--- config.mk ---
export PLATFORM = sky130hd
export DESIGN_NAME = sbsc_ctrl
export DESIGN_NICKNAME = d
export VERILOG_FILES = /design/src/hw/sbsc_pkg.sv /design/src/hw/sbsc_bank.sv /design/src/hw/sbsc_cmd_decode.sv /design/src/hw/sbsc_ctrl.sv
export SDC_FILE = /design/constraint.sdc
export NUM_CORES = 1
export LEC_CHECK = 0
export BUFFER_PORTS_ARGS = -buffer_cell sky130_fd_sc_hd__buf_2
export CORE_ASPECT_RATIO = 0.75
export CORE_UTILIZATION = 51
export DETAILED_ROUTE_END_ITERATION = 16
export PLACE_DENSITY = 0.7
export SLEW_MARGIN = 10
export SYNTH_ARGS = -nofsm -noshare
export SYNTH_HDL_FRONTEND = slang
export SYNTH_SLANG_ARGS = --single-unit
--- constraint.sdc ---
create_clock -name clk -period 3.17 [get_ports clk]
set_input_delay 0.634 -clock clk [delete_from_list [all_inputs] [get_ports clk]]
set_output_delay 0.634 -clock clk [all_outputs]
set_load 0.02 [all_outputs]
--- src/hw/sbsc_pkg.sv ---
// Package of constants and types for the SDRAM bank state and clock-enable control block.
package sbsc_pkg;

	// ********************************************************************
	// Timing counts in clock cycles (10 MHz, 100 ns period)
	// ********************************************************************
	localparam int CLK_PERIOD_NS = 100;
	localparam int PRECHARGE_TIME_NS = 20;
	localparam int ACT_TO_RW_DELAY_NS = 20;
	localparam int REFRESH_CYCLE_TIME_NS = 70;
	localparam int MODE_LOAD_TIME_NS = 20;
	localparam int SELF_REFRESH_EXIT_TIME_NS = 80;
	localparam int PRECHARGE_CYC = (PRECHARGE_TIME_NS + CLK_PERIOD_NS - 1) / CLK_PERIOD_NS;
	localparam int ACT_TO_RW_CYC = (ACT_TO_RW_DELAY_NS + CLK_PERIOD_NS - 1) / CLK_PERIOD_NS;
	localparam int REFRESH_CYC = (REFRESH_CYCLE_TIME_NS + CLK_PERIOD_NS - 1) / CLK_PERIOD_NS;
	localparam int MODE_LOAD_CYC = (MODE_LOAD_TIME_NS + CLK_PERIOD_NS - 1) / CLK_PERIOD_NS;
	localparam int SELF_EXIT_CYC_RAW = (SELF_REFRESH_EXIT_TIME_NS + CLK_PERIOD_NS - 1) / CLK_PERIOD_NS;
	localparam int SELF_EXIT_MIN_NOP = 2;
	localparam int SELF_EXIT_CYC = (SELF_EXIT_CYC_RAW < SELF_EXIT_MIN_NOP) ?
		SELF_EXIT_MIN_NOP : SELF_EXIT_CYC_RAW;
	localparam int BURST_LEN = 4;
	localparam int NUM_BANKS = 4;
	localparam int CNT_W = 4;

	// ********************************************************************
	// Command and state encodings
	// ********************************************************************
	typedef enum logic [3:0] {
		SBSC_CMD_INHIBIT = 4'h0,
		SBSC_CMD_NOP = 4'h1,
		SBSC_CMD_ACTIVATE = 4'h2,
		SBSC_CMD_READ = 4'h3,
		SBSC_CMD_WRITE = 4'h4,
		SBSC_CMD_PRECHARGE = 4'h5,
		SBSC_CMD_BURST_TERM = 4'h6,
		SBSC_CMD_AUTO_REFRESH = 4'h7,
		SBSC_CMD_LOAD_MODE = 4'h8
	} sbsc_cmd_t;

	typedef enum logic [2:0] {
		SBSC_BANK_IDLE = 3'h0,
		SBSC_BANK_ACTIVATING = 3'h1,
		SBSC_BANK_ROW_ACTIVE = 3'h2,
		SBSC_BANK_READING = 3'h3,
		SBSC_BANK_WRITING = 3'h4,
		SBSC_BANK_PRECHARGING = 3'h5
	} sbsc_bank_state_t;

	typedef enum logic [2:0] {
		SBSC_GLB_NORMAL = 3'h0,
		SBSC_GLB_REFRESHING = 3'h1,
		SBSC_GLB_MODE_ACCESS = 3'h2,
		SBSC_GLB_POWER_DOWN = 3'h3,
		SBSC_GLB_SELF_REFRESH = 3'h4,
		SBSC_GLB_SELF_EXIT = 3'h5,
		SBSC_GLB_CLOCK_SUSPEND = 3'h6
	} sbsc_glb_state_t;

	typedef struct packed {
		logic chip_select_n;
		logic row_strobe_n;
		logic column_strobe_n;
		logic write_strobe_n;
	} sbsc_strobes_t;

	// Decoded bank-level request handed to each bank tracker.
	typedef struct packed {
		logic activate;
		logic read;
		logic write;
		logic precharge;
		logic auto_pre;
		logic terminate;
	} sbsc_bank_req_t;

endpackage : sbsc_pkg
--- src/hw/sbsc_bank.sv ---
// State tracker for one bank.
`timescale 1ns/1ps
`default_nettype none
module sbsc_bank
	import sbsc_pkg::*;
#(
	parameter int BURST = BURST_LEN
)
(
	input wire logic clk, // Clock
	input wire logic rst_n, // Asynchronous reset, active low
	input wire logic ce, // Clock enable of the block
	input wire logic run, // Bank timers and bursts advance
	input wire logic accept, // Commands may be taken this edge
	input wire sbsc_bank_req_t req, // Request addressed to this bank
	output sbsc_bank_state_t state, // Current bank state
	output logic auto_pre // Current burst has auto precharge
);
	sbsc_bank_state_t state_reg;
	logic [CNT_W-1:0] cnt_reg;
	logic auto_pre_reg;

	assign state = state_reg;
	assign auto_pre = auto_pre_reg;

	always_ff @(posedge clk or negedge rst_n)
	begin
		if (!rst_n)
		begin
			state_reg <= SBSC_BANK_IDLE;
			cnt_reg <= 4'h0;
			auto_pre_reg <= 1'b0;
		end
		else if (ce && run)
		begin
			if (accept && (req.read || req.write) &&
				(state_reg == SBSC_BANK_ROW_ACTIVE || (!auto_pre_reg &&
				(state_reg == SBSC_BANK_READING || state_reg == SBSC_BANK_WRITING))))
			begin
				state_reg <= req.read ? SBSC_BANK_READING : SBSC_BANK_WRITING;
				cnt_reg <= CNT_W'(BURST);
				auto_pre_reg <= req.auto_pre;
			end
			else if (accept && req.precharge && state_reg != SBSC_BANK_IDLE &&
				state_reg != SBSC_BANK_PRECHARGING)
			begin
				state_reg <= SBSC_BANK_PRECHARGING;
				cnt_reg <= CNT_W'(PRECHARGE_CYC);
				auto_pre_reg <= 1'b0;
			end
			else if (accept && req.activate && state_reg == SBSC_BANK_IDLE)
			begin
				state_reg <= SBSC_BANK_ACTIVATING;
				cnt_reg <= CNT_W'(ACT_TO_RW_CYC);
			end
			else if (accept && req.terminate &&
				(state_reg == SBSC_BANK_READING || state_reg == SBSC_BANK_WRITING))
			begin
				state_reg <= auto_pre_reg ? SBSC_BANK_PRECHARGING : SBSC_BANK_ROW_ACTIVE;
				cnt_reg <= CNT_W'(PRECHARGE_CYC);
				auto_pre_reg <= 1'b0;
			end
			else if (state_reg != SBSC_BANK_IDLE && state_reg != SBSC_BANK_ROW_ACTIVE)
			begin
				if (cnt_reg > 4'h1)
					cnt_reg <= cnt_reg - 4'h1;
				else
				begin
					unique case (state_reg)
						SBSC_BANK_ACTIVATING: state_reg <= SBSC_BANK_ROW_ACTIVE;
						SBSC_BANK_PRECHARGING: state_reg <= SBSC_BANK_IDLE;
						SBSC_BANK_READING, SBSC_BANK_WRITING:
						begin
							state_reg <= auto_pre_reg ? SBSC_BANK_PRECHARGING : SBSC_BANK_ROW_ACTIVE;
							cnt_reg <= CNT_W'(PRECHARGE_CYC);
							auto_pre_reg <= 1'b0;
						end
						default: state_reg <= SBSC_BANK_IDLE;
					endcase
				end
			end
		end
	end
endmodule // sbsc_bank
`default_nettype wire

--- src/hw/sbsc_cmd_decode.sv ---
// Command decoder from the four command strobes.
`timescale 1ns/1ps
`default_nettype none
module sbsc_cmd_decode
	import sbsc_pkg::*;
(
	input wire sbsc_strobes_t strobes, // Sampled command strobes
	output sbsc_cmd_t cmd // Decoded command
);
	always_comb
	begin
		if (strobes.chip_select_n)
			cmd = SBSC_CMD_INHIBIT;
		else
		begin
			unique case ({strobes.row_strobe_n, strobes.column_strobe_n, strobes.write_strobe_n})
				3'h7: cmd = SBSC_CMD_NOP;
				3'h3: cmd = SBSC_CMD_ACTIVATE;
				3'h5: cmd = SBSC_CMD_READ;
				3'h4: cmd = SBSC_CMD_WRITE;
				3'h2: cmd = SBSC_CMD_PRECHARGE;
				3'h6: cmd = SBSC_CMD_BURST_TERM;
				3'h1: cmd = SBSC_CMD_AUTO_REFRESH;
				3'h0: cmd = SBSC_CMD_LOAD_MODE;
			endcase
		end
	end
endmodule // sbsc_cmd_decode
`default_nettype wire

--- src/hw/sbsc_ctrl.sv ---
// Top level: clock-enable power states, global states and four bank trackers.
`timescale 1ns/1ps
`default_nettype none
module sbsc_ctrl
	import sbsc_pkg::*;
#(
	parameter int BANKS = NUM_BANKS,
	parameter int BURST = BURST_LEN
)
(
	input wire logic clk, // Clock, 10 MHz
	input wire logic rst_n, // Asynchronous reset, active low
	input wire logic ce, // Block clock enable; freezes all state when low
	input wire logic clk_gate_input, // Device clock-enable pin
	input wire sbsc_strobes_t strobes, // Command strobes, active low
	input wire logic [1:0] bank_select, // Bank address
	input wire logic precharge_all_addr_bit, // Precharge all or auto precharge bit
	output sbsc_glb_state_t glb_state, // Global state
	output logic [3*BANKS-1:0] bank_states, // Per-bank states, bank 0 lowest
	output logic all_idle, // Every bank idle and no global operation
	output logic cmd_accept, // Bank command taking is enabled this edge
	output logic [1:0] last_burst_bank // Bank of the most recent burst
);
	// ********************************************************************
	// Command decode and clock-enable history
	// ********************************************************************
	sbsc_cmd_t cmd;
	sbsc_glb_state_t glb_reg;
	logic cke_prev_reg;
	logic [CNT_W-1:0] glb_cnt_reg;
	logic [1:0] last_bank_reg;
	logic burst_live;
	logic banks_idle;
	logic nop_like;
	logic cke_hold;
	logic run;
	sbsc_bank_state_t bst [BANKS];
	logic [BANKS-1:0] bank_idle_v;
	logic [BANKS-1:0] bank_burst_v;

	sbsc_cmd_decode u_dec
	(
		.strobes(strobes),
		.cmd(cmd)
	);

	assign nop_like = (cmd == SBSC_CMD_INHIBIT) || (cmd == SBSC_CMD_NOP);
	assign cke_hold = cke_prev_reg && clk_gate_input;
	assign banks_idle = &bank_idle_v;
	assign burst_live = |bank_burst_v;
	assign all_idle = banks_idle && (glb_reg == SBSC_GLB_NORMAL);
	assign glb_state = glb_reg;
	assign last_burst_bank = last_bank_reg;
	assign cmd_accept = cke_hold && (glb_reg == SBSC_GLB_NORMAL);
	// Bank timers run except in power-down, self refresh, clock suspend and the cycle in which the clock enable falls.
	assign run = (glb_reg != SBSC_GLB_CLOCK_SUSPEND) && (glb_reg != SBSC_GLB_POWER_DOWN) &&
		(glb_reg != SBSC_GLB_SELF_REFRESH) && !(cke_prev_reg && !clk_gate_input);

	always_ff @(posedge clk or negedge rst_n)
	begin
		if (!rst_n)
			cke_prev_reg <= 1'b0;
		else if (ce)
			cke_prev_reg <= clk_gate_input;
	end

	// ********************************************************************
	// Global state machine
	// ********************************************************************
	always_ff @(posedge clk or negedge rst_n)
	begin
		if (!rst_n)
		begin
			glb_reg <= SBSC_GLB_NORMAL;
			glb_cnt_reg <= 4'h0;
		end
		else if (ce)
		begin
			unique case (glb_reg)
				SBSC_GLB_NORMAL:
				begin
					if (cke_prev_reg && !clk_gate_input)
					begin
						if (burst_live)
							glb_reg <= SBSC_GLB_CLOCK_SUSPEND;
						else if (banks_idle && cmd == SBSC_CMD_AUTO_REFRESH)
							glb_reg <= SBSC_GLB_SELF_REFRESH;
						else if (banks_idle && nop_like)
							glb_reg <= SBSC_GLB_POWER_DOWN;
					end
					else if (cke_hold && banks_idle && cmd == SBSC_CMD_AUTO_REFRESH)
					begin
						glb_reg <= SBSC_GLB_REFRESHING;
						glb_cnt_reg <= CNT_W'(REFRESH_CYC);
					end
					else if (cke_hold && banks_idle && cmd == SBSC_CMD_LOAD_MODE)
					begin
						glb_reg <= SBSC_GLB_MODE_ACCESS;
						glb_cnt_reg <= CNT_W'(MODE_LOAD_CYC);
					end
				end
				SBSC_GLB_REFRESHING, SBSC_GLB_MODE_ACCESS:
				begin
					if (glb_cnt_reg > 4'h1)
						glb_cnt_reg <= glb_cnt_reg - 4'h1;
					else
						glb_reg <= SBSC_GLB_NORMAL;
				end
				SBSC_GLB_POWER_DOWN:
				begin
					if (!cke_prev_reg && clk_gate_input && nop_like)
						glb_reg <= SBSC_GLB_NORMAL;
				end
				SBSC_GLB_SELF_REFRESH:
				begin
					if (!cke_prev_reg && clk_gate_input && nop_like)
					begin
						glb_reg <= SBSC_GLB_SELF_EXIT;
						glb_cnt_reg <= CNT_W'(SELF_EXIT_CYC);
					end
				end
				SBSC_GLB_SELF_EXIT:
				begin
					if (glb_cnt_reg > 4'h1)
						glb_cnt_reg <= glb_cnt_reg - 4'h1;
					else
						glb_reg <= SBSC_GLB_NORMAL;
				end
				SBSC_GLB_CLOCK_SUSPEND:
				begin
					if (!cke_prev_reg && clk_gate_input)
						glb_reg <= SBSC_GLB_NORMAL;
				end
				default: glb_reg <= SBSC_GLB_NORMAL;
			endcase
		end
	end

	// ********************************************************************
	// Most recent burst tracking
	// ********************************************************************
	always_ff @(posedge clk or negedge rst_n)
	begin
		if (!rst_n)
			last_bank_reg <= 2'h0;
		else if (ce && cmd_accept && (cmd == SBSC_CMD_READ || cmd == SBSC_CMD_WRITE))
			last_bank_reg <= bank_select;
	end

	// ********************************************************************
	// Bank trackers
	// ********************************************************************
	genvar gi;
	generate
		for (gi = 0; gi < BANKS; gi++)
		begin : g_bank
			sbsc_bank_req_t req;
			logic hit;
			assign hit = (bank_select == 2'(gi));
			always_comb
			begin
				req.activate = (cmd == SBSC_CMD_ACTIVATE) && hit;
				req.read = (cmd == SBSC_CMD_READ) && hit;
				req.write = (cmd == SBSC_CMD_WRITE) && hit;
				req.precharge = (cmd == SBSC_CMD_PRECHARGE) &&
					(precharge_all_addr_bit || hit);
				req.auto_pre = precharge_all_addr_bit;
				// A new burst on another bank hands the terminate target over.
				req.terminate = (cmd == SBSC_CMD_BURST_TERM) && (last_bank_reg == 2'(gi));
			end
			sbsc_bank #(
				.BURST(BURST)
			) u_bank
			(
				.clk(clk),
				.rst_n(rst_n),
				.ce(ce),
				.run(run),
				.accept(cmd_accept),
				.req(req),
				.state(bst[gi]),
				.auto_pre()
			);
			assign bank_idle_v[gi] = (bst[gi] == SBSC_BANK_IDLE);
			assign bank_burst_v[gi] = (bst[gi] == SBSC_BANK_READING) ||
				(bst[gi] == SBSC_BANK_WRITING);
			assign bank_states[3*gi +: 3] = bst[gi];
		end
	endgenerate

endmodule // sbsc_ctrl
`default_nettype wire

==> results_dict.tcl, run 1 <==
set metrics [dict create \
    grt_first_pass_wirelength_um 14660 \
    vias 3402 \
    max_stage_delay_ps 420 \
    largest_reg_flops 16 \
    synthAdderAreaFrac_pct 3.686 \
    clock_skew_ps 4.872 \
    r2r_setup_slack_ps 680 \
    p_per_area_mw_per_mm2 435.7 \
    worstSkewPairLatency_ps 300 \
    tns_ps 0 \
    synthMuxAreaShare_pct 6.401 \
    drc 0 \
    num_antenna_cells 0 \
    period_share_pct 83.59 \
    synth.distinct_cells 81 \
    critical_path_arrival_ps 2840 \
    place_congestion 0.8927 \
    totalWireLength_um 8767 \
    hold_viol 0 \
    timing.rr.end "glb_state[1]$_DFFE_PN0P_" \
    rsz0062_at_grt "false" \
    area_delta_synth_final_pct 8.981 \
    finalHoldWorstSlack_ps 482.1 \
    post_cts_resized 0 \
    cts_setup_buffers 0 \
    ioPinCount 30 \
    dp.final_hpwl_um 6503 \
    slowest_stage "nor3_4" \
    cts.sinks 42 \
    final_area_mm2 0.004069 \
    stdcell_count 552 \
    design.die.area_mm2 0.007671 \
    slew_violations 0 \
    synth-xor-area-share_pct 1.408 \
    status "complete, no violations" \
    required_ps 3360 \
    core-area_mm2 0.006929 \
    path_class "in -> reg" \
    first_pass_iters 5 \
    drive_gt1_share_pct 22.69 \
    finalNetCount 475 \
    antenna_left 0 \
    cts.path.max_buffers 2 \
    setup_viol 0 \
    yosysSeqAreaShare_pct 28.15 \
    grt_max_degree 43 \
    synth_edf_count 0 \
    fin_util_pct 58.72 \
    synth-simple-area-share_pct 27.82 \
    dieWidth_um 100.8 \
    synth_top_family_by_area "simple AND/OR/NAND/NOR gates" \
    grt-ovfl-total 0 \
    startpoint_type "input pin" \
    synth_area_mm2 0.003734 \
    end_kind "flip-flop" \
    synthArstFlopShare_pct 100.0 \
    r2r_start "g_bank[2].u_bank.state[2]$_DFFE_PN0P_" \
    synthFlopType "dfrtp_1" \
    period_minus_slack_ps 2650 \
    worst_pin_slew_ps 981.2 \
    tritoncts "built" \
    htreeDepth 2 \
    wl_per_cell_um 15.88 \
    peakVddDrop_mv 0.2314 \
    slew_headroom_pct 34.59 \
    ys_seq_elements 42 \
    fmax_mhz 377.4 \
    antenna_found_initial 0 \
    netlist_instances 426 \
    p_leak_nw 1.827 \
    via_per_inst 6.163 \
    maxCapViolCount 0 \
    dp.cells 544 \
    synth_warnings 0 \
    grtUsageTotal_pct 23.69 \
    drt_iter0_markers 331 \
    root_buffer "clkbuf_8" \
    numCtsBuffers 5 \
    synth_compound_area_share_pct 26.27 \
    grt_pass1_vias 3104 \
    worstHoldPathType "in -> async" \
    start_util_pct 53.88 \
    portBuffers 29 \
    syn_area_per_cell_um2 8.764 \
    num_rows 26 \
    reg2reg_depth 6 \
    critPathMaxFanout 10 \
    syn-num-nets 448 \
    place_area_mm2 0.003974 \
    postCtsHoldBufs 0 \
    path_cells "buf_2 > inv_1 > ha_1 > xnor2_1 > nand4_4 > nor3_4 > nor3_2 > a21oi_4 > mux2_4" \
    fp.dieH_um 76.10 \
    path_clk_slew_ps 90 \
]
layout by cell type (no fill, tap or decap), types with 5 or more instances in the layout:
master    Yosys  final
clkbuf_8      0      6
a211oi_1      7      7
buf_2        12     29
nor2_1       30     30
inv_1        28     28
nor3b_1       7      7
o22ai_1       6      6
and3b_1       5      5
nand4_1       5      5
nand2_1      35     35
nand3_1       6      6
nor3_1       12     12
a21oi_1      20     20
a31oi_1      12     12
o21ai_1      10     10
o21ai_0      18     18
dfrtp_1      42     42
ha_1         11     11
nor3_2        6      6
nor3_4        6      6
nand2b_1      8      8
a21o_1       10     10
mux2_4        8      8
nor2b_1      11     11
nor4_1       11     11
buf_4         1     13
worst max-delay path, delay by kind of cell:
family	cells	cell delay (ps)
buffers and inverters	2	130
AND/OR/NAND/NOR	3	800
adder cells (fa/ha/maj)	1	400
XOR/XNOR	1	350
AO/OA/AOI/OAI	1	210
multiplexers	1	320
kinds of logic (layout without fill, tap and decap cells):
kind of cell | after synthesis | in the layout
AND/OR/NAND/NOR | 167 | 167
adder cells (fa/ha/maj) | 11 | 11
AO/OA/AOI/OAI | 130 | 130
flip-flops | 42 | 42
buffers and inverters | 51 | 79
XOR/XNOR | 6 | 6
multiplexers | 19 | 19
power breakdown:
group          internal, mW  total (mW)  switching [mW]
Clock                 0.175       0.372           0.197
Combinational         0.284       0.704           0.419
Sequential            0.595       0.697           0.102
Total                  1.05        1.77           0.718
how the worst max path moves through the flow:
| stage | slack [ps] | cells past startpoint | startpoint | end |
|---|---|---|---|---|
| floorplan | 250 | 10 | strobes[0] | g_bank[1].u_bank.state[1]$_DFFE_PN0P_ |
| global placement | 280 | 9 | strobes[0] | g_bank[2].u_bank.state[0]$_DFFE_PN0P_ |
| detailed placement | 230 | 9 | strobes[0] | g_bank[2].u_bank.state[2]$_DFFE_PN0P_ |
| CTS | 540 | 9 | strobes[0] | g_bank[2].u_bank.state[2]$_DFFE_PN0P_ |
| global route | 420 | 9 | strobes[0] | g_bank[2].u_bank.state[1]$_DFFE_PN0P_ |
| finish | 520 | 9 | strobes[0] | g_bank[2].u_bank.state[1]$_DFFE_PN0P_ |
layer usage:
layer | GRT usage, % | vias up | wire (um)
li1 | - | 1648 | -
met1 | 35.20 | 1634 | 4313
met2 | 35.48 | 109 | 3812
met3 | 4.037 | 11 | 547
met4 | 6.087 | 0 | 94
met5 | 0 | - | 0
per-stage QoR:
stage / setup slack (ps) / power (mW)
2_1_floorplan: 254.0 / 1.215
3_3_place_gp: 279.8 / 1.384
3_5_place_dp: 226.9 / 1.399
4_1_cts: 538.4 / 1.778
5_1_grt: 421.1 / 1.892
6_report: 520.2 / 1.773
cell type report:
class	instances	area [um2]
Clock buffer	6	82.58
Timing Repair Buffer	42	242.7
Fill cell	642	2860
Sequential cell	42	1051
Multi-Input combinational cell	333	2449
Tap cell	98	122.6
Clock inverter	2	12.51
Inverter	29	108.9
cells in the mapped netlist, types with 4 or more instances:
master	instances	area, um2
nand4_1	5	31.28
o22ai_1	6	37.54
dfrtp_1	42	1051
clkbuf_1	5	18.77
nor3b_1	7	52.55
xor2_1	4	35.03
inv_1	28	105.1
a21oi_1	20	100.1
a21o_1	10	75.07
nor2b_1	11	68.82
o41ai_2	4	65.06
nand2b_1	8	50.05
a211oi_1	7	52.55
nand2_1	35	131.4
ha_1	11	137.6
nor3_2	6	60.06
nor3_1	12	60.06
o21ai_1	10	50.05
nor2_1	30	112.6
buf_2	12	60.06
mux2_2	4	45.04
nor3_4	6	97.59
nor4b_1	4	35.03
o21ai_0	18	90.09
o31a_1	4	35.03
nand3_1	6	30.03
a31oi_1	12	75.07
mux2i_1	4	40.04
nor4_1	11	68.82
mux2_4	8	120.1
and3b_1	5	43.79
Note: power is estimated with default switching activity, not from simulation.
==> inputs of run 2 (changes only) <==
- ABC_AREA: unset -> 1
- PLACE_DENSITY: 0.7 -> 0.72
- clock period: 3.17 -> 2.41 ns (I/O delays scaled with it)
==> run 2 against run 1 <==
- non-clock buffer count shrank 6
- worst setup slack worse by 310 ps
- clock-buffer cell count is 1 higher
- largest power group unchanged
- sequential power grew 26%
==> results_dict.tcl, run 2 <==
set metrics [dict create \
    dp.final_hpwl_um 7092 \
    synth_top_area_share_pct 28.40 \
    drc 0 \
    place_area_mm2 0.003995 \
    cts.path.max_buffers 2 \
    design.die.area_mm2 0.007605 \
    tns_ps 0 \
    tritoncts "built" \
    antenna_left 0 \
    period_minus_slack_ps 2201 \
    synth_warnings 0 \
    synth.most_common_cell "nand2_1" \
    finalNetCount 655 \
    grt_first_pass_wirelength_um 15080 \
    num_rows 26 \
    slew_headroom_pct 58.17 \
    netlist_instances 594 \
    antenna_found_initial 0 \
    synth.area.top_cells "dfrtp_1 28%, nand2_1 23%, nand3_1 6.8%, inv_1 6.7%, nor2_1 6.2%" \
    fp.dieH_um 75.78 \
    finalPower_mw 2.431 \
    period_share_pct 91.33 \
    portBuffers 29 \
    setup_viol 0 \
    path_class "reg -> out" \
    via_per_inst 5.134 \
    syn-num-nets 616 \
    area_delta_synth_final_pct 10.55 \
    critPathMaxFanout 8 \
    required_ps 1930 \
    rsz0062_at_grt "false" \
    synthArstFlopShare_pct 100.0 \
    grt-ovfl-total 0 \
    syn_area_per_cell_um2 6.231 \
    grt_pass1_vias 3347 \
    path_clk_slew_ps 90 \
    peakVddDrop_mv 0.3295 \
    core-area_mm2 0.006929 \
    postCtsHoldBufs 0 \
    p_leak_nw 2.270 \
    worstSkewPairLatency_ps 300 \
    largest_reg_flops 16 \
    final_cell_mix "222 x nand2_1, 66 x inv_1, 61 x nor2_1" \
    p_per_area_mw_per_mm2 594.2 \
    cts_setup_buffers 0 \
    synth_area_mm2 0.003701 \
    vias 3758 \
    grtUsageTotal_pct 25.03 \
    status "complete, no violations" \
    slew_violations 0 \
    synthFlopType "dfrtp_1" \
    worstHoldPathType "in -> async" \
    first_pass_iters 5 \
    end_kind "primary output" \
    num_antenna_cells 0 \
    cts.sinks 42 \
    clock_skew_ps 6.241 \
    place_congestion 0.9010 \
    final_area_mm2 0.004091 \
    critical_path_arrival_ps 1720 \
    ioPinCount 30 \
    final_common_cell "nand2_1" \
    dieWidth_um 100.4 \
    hold_viol 0 \
    startpoint_type "flip-flop" \
    grt_max_degree 27 \
    maxCapViolCount 0 \
    synth_common_cells "222 x nand2_1, 66 x inv_1, 61 x nor2_1" \
    root_buffer "clkbuf_8" \
    htreeDepth 2 \
    drt_iter0_markers 226 \
    yosysSeqAreaShare_pct 28.40 \
    synth.largest_area_cell "dfrtp_1" \
    synth.distinct_cells 31 \
    drive_gt1_share_pct 16.40 \
    wl_per_cell_um 12.25 \
    synth_edf_count 0 \
    ys_seq_elements 42 \
    numCtsBuffers 5 \
    fmax_mhz 454.3 \
    totalWireLength_um 8967 \
    start_util_pct 53.41 \
    worst_pin_slew_ps 627.5 \
]
[run 2: cell types whose count changed in the layout (fill, tap and decap cells not counted), moves of 11 or more]
cell     delta
inv_1      +38
nor2b_1    -11
nand4_1    +11
a31oi_1    -11
nor2_2     +14
nor2_1     +31
nor4_1     -11
nand3_1    +44
nand2_1   +187
[run 2: final timing paths]
check,start,end,slack (ps),cells after the start
setup / recovery,g_bank[2].u_bank.state[0]$_DFFE_PN0P_,all_idle,210,6
min in group clk,clk_gate_input,cke_prev_reg$_DFFE_PN0P_,450,3
hold reg to reg,glb_cnt_reg[1]$_DFFE_PN0P_,glb_cnt_reg[1]$_DFFE_PN0P_,510,2
max in group asynchronous,rst_n,g_bank[3].u_bank.state[0]$_DFFE_PN0P_,1640,2
setup reg to reg,glb_state[1]$_DFFE_PN0P_,g_bank[1].u_bank.state[1]$_DFFE_PN0P_,410,10
hold / removal,rst_n,glb_cnt_reg[1]$_DFFE_PN0P_,190,1
[run 2: cell families (layout without fill, tap and decap cells)]
| kind of cell | after synthesis | in the layout | share of synthesized area (%) |
|---|---|---|---|
| xor gates and xnor gates | 9 | 9 | 2.130 |
| and+or+nand+nor | 407 | 407 | 50.34 |
| buffers and inverters | 79 | 119 | 8.317 |
| AOI/OAI and AO/OA | 46 | 46 | 7.099 |
| adders and majority gates | 11 | 11 | 3.719 |
| DFF | 42 | 42 | 28.40 |
[run 2: metrics by stage]
| step | std cells | util, % | worst slack (ps) | hold WS (ps) |
|---|---|---|---|---|
| after floorplan | 594 | - | 347.5 | 186.4 |
| after global placement | 724 | 57.66 | 97.07 | 487.0 |
| after detailed placement | 724 | 57.66 | 27.42 | 494.9 |
| after CTS | 732 | 58.97 | 136.7 | 208.4 |
| after global routing | 732 | 59.05 | 116.1 | 234.0 |
| final | 732 | 59.05 | 209.0 | 189.7 |
[run 2: final cells by class]
cell class                      instances  area, um2
Clock buffer                            7      86.33
Clock inverter                          1      5.005
Fill cell                             682       2838
Inverter                               75      281.5
Multi-Input combinational cell        473       2347
Sequential cell                        42       1051
Tap cell                               98      122.6
Timing Repair Buffer                   36      197.7
[run 2: worst max-delay path: stages (launching register included)]
cell and delay, ps:
dfrtp_1 470, nor2_2 190, nand2_1 90, inv_1 80, nand2_1 110, nor3_2 250, buf_2 210
[run 2: timing repair]
item / in CTS / in global routing
hold endpoints to repair: 0 / 0
endpoints found under the setup margin: 0 / 1
resized for setup: 0 / 1
[run 2: per-layer routing]
layer / global-route usage (%) / wire length (um) / up-vias
met5: 0 / 0 / -
met4: 7.085 / 129 / 0
met3: 4.587 / 433 / 15
met2: 38.96 / 3806 / 89
met1: 35.83 / 4598 / 1697
li1: - / - / 1957
[run 2: power breakdown]
group          switching, mW  total (mW)  leakage (nW)  internal (mW)
logic                  0.709        1.06          1.65          0.349
clock network          0.260       0.492        0.0482          0.232
registers              0.101       0.881         0.572          0.780
total                   1.07        2.43          2.27           1.36
==> inputs of run 3 (changes only) <==
- CORE_MARGIN: unset -> 2
- GPL_TIMING_DRIVEN: unset -> 1
==> run 3 against run 2 <==
- critical path depth stayed put
- global-route usage is 1.8 points lower
- via count is 0.51% higher
==> results_dict.tcl, run 3 (synthesized netlist as in run 2, its figures left out) <==
set metrics [dict create \
    status "complete, no violations" \
    rsz0062_at_grt "false" \
    ioPinCount 30 \
    startpoint_type "flip-flop" \
    num_antenna_cells 0 \
    slew_violations 0 \
    drc 0 \
    period_minus_slack_ps 2175 \
    setup_viol 0 \
    start_util_pct 53.41 \
    tns_ps 0 \
    required_ps 1930 \
    finalNetCount 655 \
    dp.final_hpwl_um 7036 \
    wl_per_cell_um 12.16 \
    peakVddDrop_mv 0.3307 \
    power.internal_mw 1.360 \
    cts.path.max_buffers 2 \
    drt_iter0_markers 198 \
    num_rows 26 \
    switching_share_pct 44.08 \
    path_class "reg -> out" \
    critPathMaxFanout 8 \
    portBuffers 29 \
    dp.cells 724 \
    place_ws_ps 39.66 \
    hold_viol 0 \
    fmax_mhz 459.8 \
    max_stage_delay_ps 470 \
    design.die.area_mm2 0.007961 \
    largest_reg_flops 16 \
    power_frac_clock_pct 20.4 \
    switchingPower_mw 1.072 \
    period_share_pct 90.24 \
    vias 3777 \
    top_layer "met4" \
    cts_setup_buffers 0 \
    final_common_cell "nand2_1" \
    via_per_inst 5.160 \
    wl_met1_um 4521 \
    grt_first_pass_wirelength_um 14900 \
    dieWidth_um 102.4 \
    worst_pin_slew_ps 611.9 \
    htreeDepth 2 \
    place_congestion 0.9115 \
    worst_slack_ps 235.1 \
    met3_length_um 475 \
    clock_skew_ps 9.330 \
    grt-ovfl-total 0 \
    fp.dieH_um 77.78 \
    core-area_mm2 0.006929 \
    grt_max_degree 26 \
    worstHoldPathType "in -> async" \
    wl_met2_um 3820 \
    grtUsageTotal_pct 23.18 \
    numCtsBuffers 5 \
    cp_common_cell "nand2_1" \
    antenna_found_initial 0 \
    antenna_left 0 \
    path_buf_inv 2 \
    final_cell_mix "222 x nand2_1, 66 x inv_1, 61 x nor2_1" \
    maxCapViolCount 0 \
    slew_headroom_pct 59.21 \
    totalWireLength_um 8903 \
    slowest_stage "dfrtp_1" \
    path_clk_slew_ps 90 \
    worstSkewPairLatency_ps 300 \
    p_comb_share_pct 43.4 \
    critical_path_arrival_ps 1690 \
    tritoncts "built" \
    cts.sinks 42 \
    p_leak_nw 2.269 \
    area_delta_synth_final_pct 10.65 \
    crit_family "simple AND/OR/NAND/NOR gates" \
    end_kind "primary output" \
    stdcell_count 732 \
    grt_pass1_vias 3303 \
    p_per_area_mw_per_mm2 593.8 \
    first_pass_iters 5 \
    root_buffer "clkbuf_8" \
    power_frac_seq_pct 36.2 \
    path_cells "nor2_2 > nand2_1 > inv_1 > nand2_1 > nor3_2 > buf_2" \
    drive_gt1_share_pct 16.56 \
]
[run 3: what timing repair did]
| action | 4_1_cts | 5_1_grt |
|---|---|---|
| hold buffers | 0 | 0 |
| endpoints found under the setup margin | 0 | 1 |
| resized for setup | 0 | 1 |
[run 3: power groups by stage]
stage	clock network [mW]	registers, mW	logic (mW)
after floorplan	0	0.913	0.758
after global placement	0	0.891	1.02
after detailed placement	0	0.894	1.04
after CTS	0.513	0.880	1.05
after global routing	0.540	0.893	1.19
final	0.497	0.880	1.05
[run 3: worst paths after layout]
path	from	cells past startpoint	slack (ps)	to
min in group clk	ce	2	440	cke_prev_reg$_DFFE_PN0P_
max	g_bank[2].u_bank.state[0]$_DFFE_PN0P_	6	240	all_idle
max in group asynchronous	rst_n	2	1650	g_bank[2].u_bank.cnt_reg[3]$_DFFE_PN0P_
min	rst_n	1	180	glb_state[1]$_DFFE_PN0P_
max reg2reg	glb_state[1]$_DFFE_PN0P_	10	450	g_bank[1].u_bank.state[1]$_DFFE_PN0P_
min reg2reg	g_bank[2].u_bank.cnt_reg[1]$_DFFE_PN0P_	2	520	g_bank[2].u_bank.cnt_reg[1]$_DFFE_PN0P_
[run 3: final cells by class]
class                           instances  area [um2]
Fill cell                             683        2834
Multi-Input combinational cell        473        2347
Sequential cell                        42        1051
Inverter                               75       281.5
Timing Repair Buffer                   36       197.7
Tap cell                               98       122.6
Clock buffer                            6       82.58
Clock inverter                          2       12.51
[run 3: through the flow]
| stage | instance area (um2) | power [mW] | utilization (%) | hold slack (ps) |
|---|---|---|---|---|
| 6_report | 4095 | 2.432 | 59.10 | 178.9 |
| 5_1_grt | 4095 | 2.620 | 59.10 | 227.4 |
| 4_1_cts | 4090 | 2.440 | 59.03 | 197.9 |
| 3_5_place_dp | 3995 | 1.936 | 57.66 | 495.2 |
| 3_3_place_gp | 3995 | 1.914 | 57.66 | 488.2 |
| 2_1_floorplan | 3701 | 1.671 | - | 186.4 |
[run 3: metal layers]
layer  track usage, %  up-vias
li1                 -     1957
met1            34.60     1703
met2            34.54      107
met3            4.144       10
met4            5.600        0
met5                0        -
